## src/shared/hsb_pkg.sv

```systemverilog
// constants, register map and state codes of the hot swap buffer controller
// assumes a single pclk domain; pin inputs are synchronised in the top module
package hsb_pkg;
    localparam int unsigned CLK_PERIOD_NS = 8;
    localparam int unsigned IDLE_TIME_NS  = 95000;
    // least time, rounded up to whole cycles
    localparam int unsigned IDLE_CYCLES   =
        (IDLE_TIME_NS + CLK_PERIOD_NS - 1) / CLK_PERIOD_NS;
    localparam int unsigned SYNC_STAGES   = 3;
    localparam int unsigned IN_COUNT      = 5;

    localparam logic [7:0]  CTRL_OFFSET   = 8'h00;
    localparam logic [7:0]  STATUS_OFFSET = 8'h04;
    localparam int unsigned CTRL_EN_BIT   = 0;
    localparam logic [31:0] CTRL_RESET    = 32'h0000_0001;
    localparam int unsigned STAT_ST_LSB   = 0;
    localparam int unsigned STAT_PIN_LSB  = 8;
    localparam int unsigned STAT_EN_BIT   = 12;

    // pin index inside the synchroniser vector
    localparam int unsigned PIN_BP_DAT   = 0;
    localparam int unsigned PIN_BP_CLK   = 1;
    localparam int unsigned PIN_CARD_DAT = 2;
    localparam int unsigned PIN_CARD_CLK = 3;
    localparam int unsigned PIN_ENABLE   = 4;
    localparam logic [4:0]  SYNC_RESET   = 5'h1f;

    typedef enum logic [4:0] {
        ST_LOCKOUT   = 5'h01,
        ST_WAIT_BUS  = 5'h02,
        ST_WAIT_CARD = 5'h04,
        ST_CONNECTED = 5'h08,
        ST_SHUTDOWN  = 5'h10
    } hsb_state_type;
endpackage : hsb_pkg

```

## src/hw/hsb_ctrl.sv

```systemverilog
// control logic of a hot swap two-wire bus buffer with an apb register port
// assumes presetn low while the supply is locked out; pins are open drain,
// resolved outside from the output enables
//
// The APB interface to the registers and the address map were left to the implementer.
`timescale 1ns/1ps
`default_nettype none
module hsb_ctrl
    import hsb_pkg::*;
#(
    parameter int unsigned IDLE_COUNT = IDLE_CYCLES
) (
    input  wire logic        pclk,
    input  wire logic        presetn,
    input  wire logic        psel,
    input  wire logic        penable,
    input  wire logic        pwrite,
    input  wire logic [7:0]  paddr,
    input  wire logic [31:0] pwdata,
    output logic      [31:0] prdata,
    output logic             pready,
    output logic             pslverr,
    input  wire logic        backplane_data_line_in,
    output logic             backplane_data_line_out,
    output logic             backplane_data_line_oe,
    input  wire logic        backplane_clock_line_in,
    output logic             backplane_clock_line_out,
    output logic             backplane_clock_line_oe,
    input  wire logic        card_data_line_in,
    output logic             card_data_line_out,
    output logic             card_data_line_oe,
    input  wire logic        card_clock_line_in,
    output logic             card_clock_line_out,
    output logic             card_clock_line_oe,
    input  wire logic        enable_pin,
    output logic             ready,
    output logic             ready_oe,
    output logic             accel_enable,
    output logic             precharge_enable,
    output logic             low_power
);

    ////////////////////////////////////////////////////////////////////////
    // pin synchronisers and filters

    logic [IN_COUNT-1:0] pins_raw;
    logic [IN_COUNT-1:0] sync1_reg;
    logic [IN_COUNT-1:0] sync2_reg;
    logic [IN_COUNT-1:0] sync3_reg;
    logic [IN_COUNT-1:0] filt_reg;
    logic [IN_COUNT-1:0] filt_next;

    assign pins_raw = {enable_pin, card_clock_line_in, card_data_line_in,
                       backplane_clock_line_in, backplane_data_line_in};

    always_ff @(posedge pclk or negedge presetn) begin
        if (!presetn) begin
            sync1_reg <= SYNC_RESET;
            sync2_reg <= SYNC_RESET;
            sync3_reg <= SYNC_RESET;
        end else begin
            sync1_reg <= pins_raw;
            sync2_reg <= sync1_reg;
            sync3_reg <= sync2_reg;
        end
    end

    // a change counts once stages two and three agree
    genvar gi;
    generate
        for (gi = 0; gi < IN_COUNT; gi++) begin : g_filt
            assign filt_next[gi] = (sync2_reg[gi] == sync3_reg[gi]) ?
                                   sync2_reg[gi] : filt_reg[gi];
        end
    endgenerate

    always_ff @(posedge pclk or negedge presetn) begin
        if (!presetn) begin
            filt_reg <= SYNC_RESET;
        end else begin
            filt_reg <= filt_next;
        end
    end

    logic bp_dat;
    logic bp_clk;
    logic card_dat;
    logic card_clk;
    logic ctrl_en_reg;
    logic enable_eff;

    assign bp_dat     = filt_reg[PIN_BP_DAT];
    assign bp_clk     = filt_reg[PIN_BP_CLK];
    assign card_dat   = filt_reg[PIN_CARD_DAT];
    assign card_clk   = filt_reg[PIN_CARD_CLK];
    assign enable_eff = filt_reg[PIN_ENABLE] & ctrl_en_reg;

    ////////////////////////////////////////////////////////////////////////
    // stop and idle detection on the backplane

    logic        bp_dat_prev_reg;
    logic        stop_seen;
    logic        idle_seen;
    logic [15:0] idle_cnt_reg;
    hsb_state_type state_reg;
    hsb_state_type state_next;

    always_ff @(posedge pclk or negedge presetn) begin
        if (!presetn) begin
            bp_dat_prev_reg <= 1'b1;
        end else begin
            bp_dat_prev_reg <= bp_dat;
        end
    end

    assign stop_seen = bp_dat & ~bp_dat_prev_reg & bp_clk;

    always_ff @(posedge pclk or negedge presetn) begin
        if (!presetn) begin
            idle_cnt_reg <= 16'h0000;
        end else if (state_reg != ST_WAIT_BUS || !(bp_dat && bp_clk)) begin
            idle_cnt_reg <= 16'h0000;
        end else if (idle_cnt_reg != 16'(IDLE_COUNT)) begin
            idle_cnt_reg <= idle_cnt_reg + 16'h0001;
        end
    end

    assign idle_seen = (idle_cnt_reg == 16'(IDLE_COUNT));

    ////////////////////////////////////////////////////////////////////////
    // start-up sequence

    always_comb begin
        state_next = state_reg;
        unique case (state_reg)
            ST_LOCKOUT:   state_next = ST_WAIT_BUS;
            ST_WAIT_BUS: begin
                if (stop_seen || idle_seen) begin
                    state_next = ST_WAIT_CARD;
                end
            end
            ST_WAIT_CARD: begin
                if (card_dat && card_clk) begin
                    state_next = ST_CONNECTED;
                end
            end
            ST_CONNECTED: state_next = ST_CONNECTED;
            ST_SHUTDOWN:  state_next = ST_WAIT_BUS;
            default:      state_next = ST_LOCKOUT;
        endcase
        if (!enable_eff) begin
            state_next = ST_SHUTDOWN;
        end
    end

    always_ff @(posedge pclk or negedge presetn) begin
        if (!presetn) begin
            state_reg <= ST_LOCKOUT;
        end else begin
            state_reg <= state_next;
        end
    end

    logic conn_next;
    assign conn_next = (state_next == ST_CONNECTED);

    always_ff @(posedge pclk or negedge presetn) begin
        if (!presetn) begin
            ready            <= 1'b0;
            ready_oe         <= 1'b1;
            accel_enable     <= 1'b0;
            precharge_enable <= 1'b1;
            low_power        <= 1'b0;
        end else begin
            ready            <= conn_next;
            ready_oe         <= ~conn_next;
            accel_enable     <= conn_next;
            precharge_enable <= ~conn_next && state_next != ST_SHUTDOWN;
            low_power        <= (state_next == ST_SHUTDOWN);
        end
    end

    ////////////////////////////////////////////////////////////////////////
    // connection circuitry, index 0 data, 1 clock

    logic [1:0]      drv_bp_reg;
    logic [1:0]      drv_card_reg;
    logic [1:0][2:0] hold_bp_reg;
    logic [1:0][2:0] hold_card_reg;
    logic [1:0]      bp_low;
    logic [1:0]      card_low;
    logic [1:0]      bp_ext;
    logic [1:0]      card_ext;

    // filter delay plus one: our own release reaches the filter this late
    localparam logic [2:0] BLIND_CYCLES = 3'(SYNC_STAGES + 1);

    assign bp_low   = ~{bp_clk, bp_dat};
    assign card_low = ~{card_clk, card_dat};

    // a side we drive, or released less than a filter delay ago, is blind:
    // its stale low would be passed back and the pair would oscillate
    genvar gc;
    generate
        for (gc = 0; gc < 2; gc++) begin : g_blind
            assign bp_ext[gc]   = bp_low[gc] & ~drv_bp_reg[gc]
                                  & (hold_bp_reg[gc] == 3'h0);
            assign card_ext[gc] = card_low[gc] & ~drv_card_reg[gc]
                                  & (hold_card_reg[gc] == 3'h0);
        end
    endgenerate

    always_ff @(posedge pclk or negedge presetn) begin
        if (!presetn) begin
            drv_bp_reg    <= 2'b00;
            drv_card_reg  <= 2'b00;
            hold_bp_reg   <= '0;
            hold_card_reg <= '0;
        end else begin
            for (int i = 0; i < 2; i++) begin
                if (!conn_next) begin
                    drv_bp_reg[i]    <= 1'b0;
                    drv_card_reg[i]  <= 1'b0;
                    hold_bp_reg[i]   <= 3'h0;
                    hold_card_reg[i] <= 3'h0;
                end else begin
                    // card low wins when both sides are pulled at once
                    drv_bp_reg[i]   <= card_ext[i];
                    drv_card_reg[i] <= bp_ext[i] & ~card_ext[i];
                    if (drv_bp_reg[i]) begin
                        hold_bp_reg[i] <= BLIND_CYCLES;
                    end else if (hold_bp_reg[i] != 3'h0) begin
                        hold_bp_reg[i] <= hold_bp_reg[i] - 3'h1;
                    end
                    if (drv_card_reg[i]) begin
                        hold_card_reg[i] <= BLIND_CYCLES;
                    end else if (hold_card_reg[i] != 3'h0) begin
                        hold_card_reg[i] <= hold_card_reg[i] - 3'h1;
                    end
                end
            end
        end
    end

    always_ff @(posedge pclk or negedge presetn) begin
        if (!presetn) begin
            backplane_data_line_out  <= 1'b0;
            backplane_clock_line_out <= 1'b0;
            card_data_line_out       <= 1'b0;
            card_clock_line_out      <= 1'b0;
        end else begin
            backplane_data_line_out  <= 1'b0;
            backplane_clock_line_out <= 1'b0;
            card_data_line_out       <= 1'b0;
            card_clock_line_out      <= 1'b0;
        end
    end

    assign backplane_data_line_oe  = drv_bp_reg[0];
    assign backplane_clock_line_oe = drv_bp_reg[1];
    assign card_data_line_oe       = drv_card_reg[0];
    assign card_clock_line_oe      = drv_card_reg[1];

    ////////////////////////////////////////////////////////////////////////
    // apb slave, zero wait states

    function automatic logic hsb_hit(input logic [7:0] addr);
        hsb_hit = (addr == CTRL_OFFSET) || (addr == STATUS_OFFSET);
    endfunction : hsb_hit

    logic [31:0] status_word;
    logic        apb_setup;
    logic        apb_write;

    always_comb begin
        status_word = 32'h0000_0000;
        status_word[STAT_ST_LSB +: 5]  = state_reg;
        status_word[STAT_PIN_LSB +: 4] = {card_clk, card_dat, bp_clk, bp_dat};
        status_word[STAT_EN_BIT]       = filt_reg[PIN_ENABLE];
    end

    assign apb_setup = psel & ~penable;
    assign apb_write = psel & penable & pready & pwrite;

    always_ff @(posedge pclk or negedge presetn) begin
        if (!presetn) begin
            pready  <= 1'b0;
            pslverr <= 1'b0;
            prdata  <= 32'h0000_0000;
        end else begin
            pready  <= apb_setup;
            pslverr <= apb_setup & ~hsb_hit(paddr);
            if (apb_setup && !pwrite && paddr == CTRL_OFFSET) begin
                prdata <= {31'h0000_0000, ctrl_en_reg};
            end else if (apb_setup && !pwrite && paddr == STATUS_OFFSET) begin
                prdata <= status_word;
            end else begin
                prdata <= 32'h0000_0000;
            end
        end
    end

    always_ff @(posedge pclk or negedge presetn) begin
        if (!presetn) begin
            ctrl_en_reg <= CTRL_RESET[CTRL_EN_BIT];
        end else if (apb_write && paddr == CTRL_OFFSET) begin
            ctrl_en_reg <= pwdata[CTRL_EN_BIT];
        end
    end

endmodule : hsb_ctrl
`default_nettype wire

```

## config.mk

```make
export PLATFORM = sky130hd
export DESIGN_NAME = hsb_ctrl
export DESIGN_NICKNAME = d
export VERILOG_FILES = /design/src/shared/hsb_pkg.sv /design/src/hw/hsb_ctrl.sv
export SDC_FILE = /design/constraint.sdc
export NUM_CORES = 1
export LEC_CHECK = 0
export BUFFER_PORTS_ARGS = -buffer_cell sky130_fd_sc_hd__buf_2
export CORE_UTILIZATION = 30
export CTS_CLUSTER_SIZE = 8
export DETAILED_ROUTE_END_ITERATION = 16
export PLACE_DENSITY = 0.51
export SLEW_MARGIN = 20
export SYNTH_ARGS = -nofsm -noshare
export SYNTH_HDL_FRONTEND = slang
export SYNTH_SLANG_ARGS = --single-unit
```

## constraint.sdc

```tcl
create_clock -name pclk -period 2.2 [get_ports pclk]
set_input_delay 0.11 -clock pclk [delete_from_list [all_inputs] [get_ports pclk]]
set_output_delay 0.11 -clock pclk [all_outputs]
set_load 0.01 [all_outputs]
```

==> summary.txt <==
Placed design
  • Port Buffers: 39
  • Worst slack, placed: 0.5019 ns
  • DPL Wire Length: 4064 um
  • Gpl congestion: 0.7700

Yosys
  • EDFF count, synth: 0
  • Sequential fraction of the synthesis area: 55.88%
  • #FFs+latches synth: 75
  • Syn avg cell area: 11.42 um2
  • Synth Flop Type: dfrtp_1
  • Synth Warn #: 0
  • Mapped Cells: 299
  • Netlist cell types: 45
  • Post-synth ARST share: 100.0%
  • Synthesized area: 0.003415 mm2

Floorplan
  • Die W: 108.7 um
  • CORE AREA: 0.01098 mm2
  • Starting Density: 31.09%
  • Cell row count: 38
  • Die span in y: 108.7 um
  • Total die area: 0.01181 mm2
  • # IOs: 97

Cells and area
  • Layout cell share with drive strength beyond 1: 28.45%
  • Fin nets: 409
  • Antenna cells: 0
  • Area Growth Syn to Fin: 19.57%
  • Max reg flops: 16

Critical path
  • Setup crit start kind: register
  • Critical-path cell list: or3b_1 -> or3_4 -> nor2_2 -> mux2i_1
  • Slowest-stage cell, CP: dfrtp_1
  • Worst r2r dst: idle_cnt_reg[1]
  • Reg2Reg Setup Slack: 0.51 ns
  • Slowest Stage Delay on Critical Path: 0.45 ns
  • Largest fanout on the critical path: 7
  • R2R depth: 4
  • Arr. time, crit path: 1.93 ns
  • Critical path type: register to register
  • CP Capture Type: register
  • R2r startpoint: idle_cnt_reg[6]
  • Worst endpoint required time: 2.44 ns

STA
  • Setup TNS: 0 ns
  • Tcrit/Tclk final: 76.65%
  • Hold Fails Final Rpt: 0
  • Peak Freq: 593.0 MHz
  • Final setup fails: 0
  • Relative slew slack: 60.76%
  • RSZ-0062 raised after global routing: no
  • Final worst slack: 0.5136 ns
  • Period minus WS final: 1.686 ns
  • Worst Clk Skew: 0.005598 ns
  • Fin. max-slew vios: 0
  • Slew @ Worst Pin: 0.5886 ns

Clock tree
  • CTS clk-pin slew, worst paths: 0.06 ns
  • Clk_lat worst skew: 0.33 ns
  • CTS sink cnt: 75
  • CTS tree: built
  • Clock buffer count from CTS: 9
  • H-tree depth: 3
  • Clk root buf: clkbuf_16
  • CTS Buffer Depth: 2

Drt
  • Drt first pass iters: 4
  • Post-route ant nets: 0
  • # DRC: 0
  • Wire per inst: 11.56 um
  • Vias per cell: 4.362
  • Starting DRT DRC Count: 78
  • Post-Route WL: 5722 um
  • Via count: 2159

Global routing
  • Initial antenna violation count: 0
  • Gr usage total: 10.79%
  • First-pass GRT wire length: 9722 um
  • Vias in the first global route: 2054
  • Remaining global-route overflow: 0
  • Largest net degree at the start of global routing: 46

Job
  • Max capacitance violation total: 0

Pwr
  • Total Power: 3.209 mW
  • IR drop worst, VDD: 0.2906 mV
  • Power per cell area: 786.1 mW/mm2
  • Leak: 1.795 nW

Min path
  • Hold Crit Class: input port to register
  • Hold Path Sink: ctrl_en_reg
  • Worst Hold Launch: pwdata[0]
  • Hold path depth: 2

Outcome
  • Status: finished, final reports clean
worst max path at each step:
| stage | from | to | slack, ns | cells past startpoint |
|---|---|---|---|---|
| 2_1_floorplan | idle_cnt_reg[6] | idle_cnt_reg[1] | 0.66 | 5 |
| 3_3_place_gp | state_reg[2] | hold_bp_reg[4] | 0.53 | 4 |
| 3_5_place_dp | state_reg[2] | hold_bp_reg[4] | 0.50 | 4 |
| 4_1_cts | state_reg[2] | hold_bp_reg[4] | 0.49 | 4 |
| 5_1_grt | state_reg[4] | idle_cnt_reg[0] | 0.36 | 4 |
| 6_report | idle_cnt_reg[6] | idle_cnt_reg[1] | 0.51 | 4 |
per-stage QoR:
stage	cells	utilization, %	hold WS (ns)	area, um2
6_report	495	37.17	0.01051	4083
5_1_grt	495	37.17	0.004413	4083
4_1_cts	495	37.17	0.005874	4083
3_5_place_dp	473	33.52	0.1696	3681
3_3_place_gp	473	33.52	0.1640	3681
2_1_floorplan	324	-	-0.1856	3508
area by class of cell:
cell class / instances / area [um2]
multi-input combinational: 197 / 1294
inverter: 19 / 71.32
clock inverter: 7 / 116.4
clock buffer: 9 / 225.2
timing repair buffer: 48 / 292.8
sequential: 75 / 1908
fill: 1080 / 6900
tap: 140 / 175.2
synthesized netlist by cell type, types with 2 or more instances:
| library cell | n | area, um2 |
|---|---|---|
| a21oi_1 | 13 | 65.06 |
| nor4_1 | 9 | 56.30 |
| and2_1 | 12 | 75.07 |
| nor2_1 | 20 | 75.07 |
| nand3_1 | 12 | 60.06 |
| buf_2 | 2 | 10.01 |
| nand4_1 | 3 | 18.77 |
| dfrtp_1 | 50 | 1251 |
| a2111oi_2 | 4 | 60.06 |
| xor2_1 | 2 | 17.52 |
| dfstp_2 | 25 | 656.9 |
| a31o_2 | 2 | 17.52 |
| nor3_1 | 14 | 70.07 |
| ha_1 | 9 | 112.6 |
| nor2b_1 | 4 | 25.02 |
| nand2_1 | 9 | 33.78 |
| inv_1 | 19 | 71.32 |
| maj3_1 | 5 | 50.05 |
| buf_4 | 29 | 217.7 |
| nand2b_1 | 7 | 43.79 |
| xnor2_1 | 14 | 122.6 |
| or3_1 | 7 | 43.79 |
| o21ai_0 | 2 | 10.01 |
| clkbuf_1 | 2 | 7.510 |
| nor3_2 | 4 | 40.04 |
routing by layer:
| metal | track usage [%] | share of wire, % | vias to the layer above |
|---|---|---|---|
| li1 | - | - | 1067 |
| met1 | 14.51 | 48 | 1031 |
| met2 | 15.91 | 45 | 52 |
| met3 | 2.690 | 4.7 | 9 |
| met4 | 5.792 | 2.1 | 0 |
| met5 | 0 | 0 | - |
logic make-up after synthesis:
| group | after synthesis | synth area share [%] |
|---|---|---|
| and+or+nand+nor | 113 | 19.71 |
| DFF | 75 | 55.88 |
| buffers and inverters | 52 | 8.978 |
| AOI/OAI and AO/OA | 25 | 5.497 |
| xor gates and xnor gates | 16 | 4.104 |
| adders and majority gates | 14 | 4.764 |
| muxes | 3 | 0.9527 |
| other | 1 | 0.1098 |
power by group:
group,internal [mW],switching (mW)
clock,1.10,0.549
sequential,1.43,0.0208
combinational,0.0400,0.0672
total,2.57,0.637
worst max-delay path: cells and delay by family, from the launching register on:
family	cells	cell delay, ns
DFF	1	0.45
and+or+nand+nor	3	0.95
muxes	1	0.20
repair_timing:
item                      in CTS  in global routing
hold buffers                   6                  0
hold endpoints to repair      33                  0
resized for setup              0                  0
buffers inserted               0                  0
cell usage in the layout (no fill, tap or decap), types with 3 or more instances in the layout:
cell type / n
maj3_1: 5
nor2_1: 20
dfrtp_1: 50
nand2_1: 9
buf_4: 3
dlygate4sd3_1: 6
conb_1: 26
and2_1: 12
ha_1: 9
nor3_2: 4
buf_2: 38
nor4_1: 9
dfstp_2: 25
bufinv_16: 3
clkbuf_16: 9
nor2b_1: 4
nand4_1: 3
a21oi_1: 13
a2111oi_2: 4
nand2b_1: 7
inv_1: 19
nand3_1: 12
or3_1: 7
nor3_1: 14
xnor2_1: 14
Power figures use the tool's default switching activity.
